## src/include/icache_diag_consts.vh

```
/*
  Constants for the instruction cache diagnostic data registers: CSR
  addresses, field positions, check-bit widths and reset values.
  Assumes inclusion by bare name from the design files.
*/
`ifndef ICACHE_DIAG_CONSTS_VH
`define ICACHE_DIAG_CONSTS_VH

// ----------------------------------------------------------------------
// CSR addresses
// ----------------------------------------------------------------------
`define CSR_DATA_LOW        12'h7c9
`define CSR_CHECK_BITS      12'h7ca
`define CSR_GO              12'h7cb
`define CSR_DATA_HIGH       12'h7cc

// ----------------------------------------------------------------------
// Field positions of the low data register in tag layout, and the go bit of the go register
// ----------------------------------------------------------------------
`define TAG_LSB             11
`define TAG_MSB             31
`define LRU_LSB             4
`define LRU_MSB             6
`define LRU_PAIR_BIT        4
`define LRU_LOW_BIT         5
`define LRU_HIGH_BIT        6
`define VALID_BIT           0
`define GO_BIT              0

// ----------------------------------------------------------------------
// Check-bit layouts
// ----------------------------------------------------------------------
`define PAR_DATA_BITS       6'h04
`define PAR_TAG_BITS        6'h01
`define ECC_DATA_BITS       6'h07
`define ECC_TAG_BITS        6'h05
`define CHECK_MODE_PARITY   1'b0
`define CHECK_MODE_ECC      1'b1

// ----------------------------------------------------------------------
// Reset values
// ----------------------------------------------------------------------
`define RESET_WORD          32'h0000_0000
`define RESET_LRU           3'h0

`endif

```

## src/rtl/check_bits_mask.v

```verilog
/*
  Mask applied to the check-bit register: keeps only the bits of the
  layout in force for the build and the selected array.
  Assumes a constant build mode and a registered array select.
*/
`timescale 1ns/1ps
`include "icache_diag_consts.vh"

module check_bits_mask
#(
  parameter CHECK_MODE = `CHECK_MODE_PARITY
)
(
  input  wire        tag_sel,
  output wire [31:0] mask
);

  wire [5:0] keep;

  // The number of live low bits, chosen by build and array.
  assign keep = (CHECK_MODE == `CHECK_MODE_ECC)
              ? (tag_sel ? `ECC_TAG_BITS : `ECC_DATA_BITS)
              : (tag_sel ? `PAR_TAG_BITS : `PAR_DATA_BITS);

  genvar i;
  generate
    for (i = 0; i < 32; i = i + 1)
    begin : g_bit
      assign mask[i] = (i < keep);
    end
  endgenerate

endmodule // check_bits_mask

```

## src/rtl/icache_diag_data_regs.v

```verilog
/*
  Debug-mode diagnostic data registers of the instruction cache: the low
  and high data words and the check-bit word, copied to the selected
  array on a go write; a go read loads the check-bit word from either array,
  and both data words from the data array or only the tag, LRU and valid
  fields of the low word from the tag array.
  Assumes a CSR port from the core, array select, way and index from the
  selection register, and an array port that answers reads in one cycle.
*/
`timescale 1ns/1ps
`include "icache_diag_consts.vh"

module icache_diag_data_regs
#(
  parameter CHECK_MODE = `CHECK_MODE_PARITY,
  parameter WAYS       = 4,
  parameter INDEX_W    = 14
)
(
  input  wire               clk,
  input  wire               rstn,
  input  wire               debug_mode,
  input  wire               csr_read,
  input  wire               csr_write,
  input  wire [11:0]        csr_addr,
  input  wire [31:0]        csr_wdata,
  output reg  [31:0]        csr_rdata,
  output wire               csr_hit,
  output wire               illegal_instr,
  input  wire               array_sel,
  input  wire [1:0]         way_sel,
  input  wire [INDEX_W-1:0] index_sel,
  output reg                arr_rd,
  output reg                arr_wr,
  output reg                arr_tag_sel,
  output reg  [1:0]         arr_way,
  output reg  [INDEX_W-1:0] arr_index,
  output wire               arr_bank,
  output reg  [63:0]        arr_wdata,
  output reg  [6:0]         arr_wcheck,
  input  wire [63:0]        arr_rdata,
  input  wire [6:0]         arr_rcheck,
  output wire [1:0]         lru_victim_way
);

  // ----------------------------------------------------------------------
  // Storage
  // ----------------------------------------------------------------------
  reg  [31:0] icache_diag_data_low;
  reg  [31:0] icache_diag_data_high;
  reg  [31:0] icache_diag_check_bits;
  reg         load_pending;
  wire [31:0] check_mask;

  check_bits_mask #(
    .CHECK_MODE (CHECK_MODE)
  ) u_mask (
    .tag_sel (array_sel),
    .mask    (check_mask)
  );

  lru_way_decode #(
    .WAYS (WAYS)
  ) u_lru (
    .lru        (icache_diag_data_low[`LRU_MSB:`LRU_LSB]),
    .victim_way (lru_victim_way)
  );

  // ----------------------------------------------------------------------
  // CSR decode
  // ----------------------------------------------------------------------
  wire hit_low   = (csr_addr == `CSR_DATA_LOW);
  wire hit_check = (csr_addr == `CSR_CHECK_BITS);
  wire hit_high  = (csr_addr == `CSR_DATA_HIGH);
  wire hit_go    = (csr_addr == `CSR_GO);
  wire any_hit   = hit_low | hit_check | hit_high | hit_go;
  wire access    = (csr_read | csr_write) & any_hit;
  wire granted   = access & debug_mode;

  assign csr_hit       = any_hit;
  assign illegal_instr = access & ~debug_mode;

  wire go_read  = granted & csr_read & hit_go;
  wire go_write = granted & csr_write & hit_go & csr_wdata[`GO_BIT];

  always @*
  begin
    csr_rdata = `RESET_WORD;
    if (granted & csr_read)
    begin
      if (hit_low)
        csr_rdata = icache_diag_data_low;
      else if (hit_high)
        csr_rdata = icache_diag_data_high;
      else if (hit_check)
        csr_rdata = icache_diag_check_bits & check_mask;
    end
  end

  // Bank is index bit 3; bits 2:0 pick a byte within the 8-byte bank.
  assign arr_bank = arr_index[3];

  // ----------------------------------------------------------------------
  // Registers and array transfers
  // ----------------------------------------------------------------------
  always @(posedge clk)
  begin
    if (!rstn)
    begin
      icache_diag_data_low   <= `RESET_WORD;
      icache_diag_data_high  <= `RESET_WORD;
      icache_diag_check_bits <= `RESET_WORD;
      load_pending           <= 1'b0;
      arr_rd                 <= 1'b0;
      arr_wr                 <= 1'b0;
      arr_tag_sel            <= 1'b0;
      arr_way                <= 2'h0;
      arr_index              <= {INDEX_W{1'b0}};
      arr_wdata              <= 64'h0;
      arr_wcheck             <= 7'h0;
    end
    else
    begin
      arr_rd       <= go_read;
      arr_wr       <= go_write;
      load_pending <= go_read;
      if (go_read | go_write)
      begin
        arr_tag_sel <= array_sel;
        arr_way     <= way_sel;
        arr_index   <= index_sel;
      end
      if (go_write)
      begin
        arr_wdata  <= {icache_diag_data_high, icache_diag_data_low};
        // Software check bits pass, masked to the live layout, so errors can be injected.
        arr_wcheck <= icache_diag_check_bits[6:0] & check_mask[6:0];
      end
      if (granted & csr_write & hit_low)
        icache_diag_data_low <= csr_wdata;
      if (granted & csr_write & hit_high)
        icache_diag_data_high <= csr_wdata;
      if (granted & csr_write & hit_check)
        icache_diag_check_bits <= csr_wdata & check_mask;
      if (load_pending)
      begin
        if (arr_tag_sel)
        begin
          // Tag in place at bits 31:11, set LRU, line valid; bits 10:7, 3:1 kept.
          icache_diag_data_low[`TAG_MSB:`TAG_LSB] <=
            arr_rdata[`TAG_MSB:`TAG_LSB];
          icache_diag_data_low[`LRU_MSB:`LRU_LSB] <=
            (WAYS == 2) ? {2'h0, arr_rdata[`LRU_PAIR_BIT]}
                        : arr_rdata[`LRU_MSB:`LRU_LSB];
          icache_diag_data_low[`VALID_BIT] <= arr_rdata[`VALID_BIT];
        end
        else
        begin
          icache_diag_data_low  <= arr_rdata[31:0];
          icache_diag_data_high <= arr_rdata[63:32];
        end
        // Check bits as stored in the array, masked to the live layout.
        icache_diag_check_bits <= {25'h0, arr_rcheck}
                                  & check_mask;
      end
    end
  end

endmodule // icache_diag_data_regs

```

## src/rtl/lru_way_decode.v

```verilog
/*
  Decodes the set's pseudo-LRU bits into the least recently used way.
  Assumes a two-way or four-way cache chosen by parameter.
*/
`timescale 1ns/1ps
`include "icache_diag_consts.vh"

module lru_way_decode
#(
  parameter WAYS = 4
)
(
  input  wire [2:0] lru,
  output wire [1:0] victim_way
)
;
  // Bit 4 picks the pair, bits 5 and 6 pick within each pair.
  assign victim_way = (WAYS == 2) ? {1'b0, lru[0]}
                    : (lru[0] ? {1'b1, lru[2]} : {1'b0, lru[1]});

endmodule // lru_way_decode

```

## config.mk

```make
export PLATFORM = sky130hd
export DESIGN_NAME = icache_diag_data_regs
export DESIGN_NICKNAME = d
export VERILOG_FILES = /design/src/rtl/check_bits_mask.v /design/src/rtl/icache_diag_data_regs.v /design/src/rtl/lru_way_decode.v
export VERILOG_INCLUDE_DIRS = /design/src /design/src/include
export SDC_FILE = /design/constraint.sdc
export NUM_CORES = 1
export LEC_CHECK = 0
export BUFFER_PORTS_ARGS = -buffer_cell sky130_fd_sc_hd__buf_4
export CORE_AREA = 2 2 116 118
export DETAILED_ROUTE_END_ITERATION = 7
export DIE_AREA = 0 0 118 120
export MAX_ROUTING_LAYER = met4
export PLACE_DENSITY = 0.82
export SLEW_MARGIN = 25
export SYNTH_ARGS = -nofsm -noshare
export SYNTH_HDL_FRONTEND = slang
export SYNTH_SLANG_ARGS = --single-unit
```

## constraint.sdc

```tcl
create_clock -name clk -period 2.4 [get_ports clk]
set_clock_uncertainty 0.1 [all_clocks]
set_input_delay 0.12 -clock clk [delete_from_list [all_inputs] [get_ports clk]]
set_output_delay 0.12 -clock clk [all_outputs]
set_load 0.1 [all_outputs]
```

==> results.py <==
metrics = {
    "sta": {
        "hold_viol": 0,
        "grt_setup_unrepaired": "no",
        "setup_viol": 0,
        "slew_violations": 0,
        "max_freq_mhz": 432.5,
        "fin_crit_sh": 0.9633,
        "tightest_slew_ns": 0.5942,
        "relSlewSlack": 0.5987,
        "period_minus_slack_ns": 2.312,
    },
    "grt": {
        "grt_max_degree": 66,
        "grt_use_met2": 0.6639,
        "use_met1": 0.4450,
        "antenna_found_initial": 0,
        "grt_pass1_wl_mm": 42.87,
        "grt_util_met3": 0.07034,
        "grt_pass1_vias": 8278,
        "overflow": 0,
        "grt_use_total": 0.3914,
        "top_usage_layer": "met2",
    },
    "clock_network": {
        "cts_buffer_depth": 2,
        "cts_buffers": 17,
        "post_cts_buffers": 0,
        "clk_pin_slew_ns": 0.06,
        "htreeDepth": 4,
        "cts_tree": "done",
        "cts_root_buf": "clkbuf_16",
        "cts_num_sinks": 155,
        "insertion_delay_ns": 0.43,
    },
    "routing": {
        "vias": 8256,
        "drt-total-wl_mm": 27.37,
        "ant_nets": 0,
        "drt-initial-drc-count": 1121,
        "routedWlPerCell_um": 19.65,
        "drc": 0,
        "dr.pass1.iters": 5,
        "avgViaCountPerCell": 5.927,
    },
    "synthesis": {
        "synth_ff_type": "dfxtp_1",
        "synth_seq_cells": 155,
        "synth_area_sq_um": 6639,
        "ys_seq_area_frac": 0.4674,
        "ys_warn_count": 0,
        "synth_top_area_share": 0.4674,
        "ys_types": 42,
        "netlist_top_cells_count": "199 x nand2_1, 155 x dfxtp_1, 122 x a21oi_1",
        "synth.largest_area_cell": "dfxtp_1",
        "synthCells": 837,
        "async_reset_ff_frac": 0,
        "synth_enable_flop_cells": 0,
        "synth.avg_cell_area_sq_um": 7.932,
        "synth_area_leaders": "dfxtp_1 47%, nand2_1 11%, a21oi_1 9.2%",
        "synth.most_common_cell": "nand2_1",
    },
    "floorplanning": {
        "dieArea_sq_um": 14160,
        "die_w_um": 118,
        "fp.coreArea_sq_um": 12980,
        "start_util": 0.5115,
        "ioPinCount": 264,
        "num_rows": 42,
        "fp.dieH_um": 120,
    },
    "final_layout": {
        "final_area_sq_um": 10780,
        "multiInputGateArea_sq_um": 3257,
        "fin_nets": 1345,
        "antenna_cells": 0,
        "nFillCells": 722,
        "seq_area_sq_um": 3103,
        "fin_util": 0.8308,
        "area_growth_pct": 62.44,
        "drive_gt1_frac": 0.2794,
    },
    "power": {
        "power_leakage_nw": 4.534,
        "p_seq_frac": 0.460,
        "pwr-share-clk": 0.455,
        "p_per_area_nw_per_um2": 518.9,
        "power.switching_mw": 1.256,
        "internal_power_mw": 4.340,
        "ir_drop_mv": 0.4154,
        "pwr-share-comb": 0.086,
        "p_sw_frac": 0.2245,
    },
    "setup_path": {
        "path_class": "primary input to register",
        "worstReg2RegEnd": "icache_diag_data_high[4]",
        "r2r_slack_ns": 0.20,
        "path_max_fanout": 22,
        "critPathCaptureType": "register",
        "worstSetupStartpointType": "primary input",
        "required_ns": 2.61,
        "reg2reg_from": "load_pending",
        "critPathArrivalTime_ns": 2.52,
        "r2r_cells": 5,
    },
    "min_path": {
        "min_from": "rstn",
        "holdPathStages": 3,
        "holdPathEnd": "icache_diag_check_bits[1]",
        "min_path_type": "primary input to register",
    },
    "placement": {
        "detailed_place.area_sq_um": 8838,
        "dpl.hpwl_mm": 15.04,
        "gp_congestion": 0.8751,
        "io_buffers": 257,
    },
    "status": {
        "status": "finished clean",
    },
    "flow_run": {
        "max_cap_viol_count": 0,
    },
}
cell usage in the layout (no fill, tap or decap), drive strengths merged, types with 2 or more instances in the layout:
cell,netlist,layout
a22oi,29,29
a31oi,32,32
nand3,23,23
nor3,5,5
nand4bb,2,2
mux2i,36,36
dlygate4sd3,0,141
dfxtp,155,155
nand2b,2,2
buf,22,286
a21oi,122,122
o21ai,82,82
nor3b,2,2
nor2b,3,3
o41ai,3,3
nand4b,2,2
nand3b,3,3
nor2,33,33
conb,1,3
inv,3,2
bufinv,0,2
a2bb2oi,4,4
clkinvlp,0,2
and4bb,3,3
nand4,2,2
nor4,4,4
nand2,199,199
clkbuf,55,18
or4,2,2
clkinv,0,7
critical path, stage by stage:
cell,delay [ns]
dlygate4sd3_1,0.55
buf_4,0.16
nand2_1,0.10
or4_1,0.46
buf_4,0.27
nand2_1,0.12
a31oi_1,0.11
dlygate4sd3_1,0.62
per-stage QoR:
stage | setup WS (ns) | std cells | TNS (ns) | hold WS (ns) | total power [mW]
2_1_floorplan | -0.3948 | 839 | -9.308 | 0.1236 | 2.738
3_3_place_gp | 0.3365 | 1224 | 0 | 0.2733 | 2.951
3_5_place_dp | 0.3465 | 1224 | 0 | 0.2901 | 2.955
4_1_cts | 0.2275 | 1393 | 0 | 0.01226 | 5.572
5_1_grt | 0.06795 | 1393 | 0 | 0.04888 | 5.739
6_report | 0.08801 | 1393 | 0 | 0.04348 | 5.596
worst max path at each step:
stage	from	endpoint	slack (ns)
final	debug_mode	icache_diag_data_high[19]	0.09
after floorplan	csr_addr[4]	csr_rdata[11]	-0.39
after detailed placement	csr_addr[11]	csr_rdata[2]	0.35
after global routing	debug_mode	icache_diag_data_high[19]	0.07
after global placement	csr_addr[11]	csr_rdata[16]	0.34
after CTS	debug_mode	icache_diag_data_high[7]	0.23
routing by layer:
metal / share of wire / routed length, um / vias up
met2: 0.50 / 13640 / 607
li1: - / - / 3648
met4: 0.041 / 1124 / 0
met1: 0.37 / 10150 / 3885
met5: 0 / 0 / -
met3: 0.090 / 2451 / 116
flip-flops by register name, summed over array words and instances (netlist names):
register / count
arr_wr: 1
arr_wcheck: 4
arr_tag_sel: 1
icache_diag_check_bits: 4
arr_way: 2
load_pending: 1
icache_diag_data_high: 32
icache_diag_data_low: 32
arr_index: 14
arr_wdata: 64
power groups by stage:
stage / Combinational, mW / Sequential, mW / Clock, mW
after floorplan: 0.108 / 2.63 / 0
after global placement: 0.322 / 2.63 / 0
after detailed placement: 0.325 / 2.63 / 0
after CTS: 0.454 / 2.57 / 2.55
after global routing: 0.500 / 2.57 / 2.67
final: 0.479 / 2.57 / 2.54
layout make-up:
type	instances	area share
Timing Repair Buffer	427	0.3393
Multi-Input combinational cell	604	0.3020
Sequential cell	155	0.2877
Clock buffer	18	0.03980
Tap cell	176	0.02042
Clock inverter	10	0.009746
Inverter	3	0.001044
cells by family (layout without fill, tap and decap cells):
logic type | Yosys count | in the layout | synth area share
and+or+nand+nor | 289 | 289 | 0.1913
muxes | 37 | 37 | 0.05597
AOI/OAI and AO/OA | 275 | 275 | 0.2311
DFF | 155 | 155 | 0.4674
other | 1 | 3 | 0.0005649
buffers and inverters | 80 | 458 | 0.05371
what timing repair did:
item,in CTS,in global routing
hold endpoints to repair,89,0
hold buffers,141,0
gates resized for setup,0,0
Power figures use the tool's default switching activity.
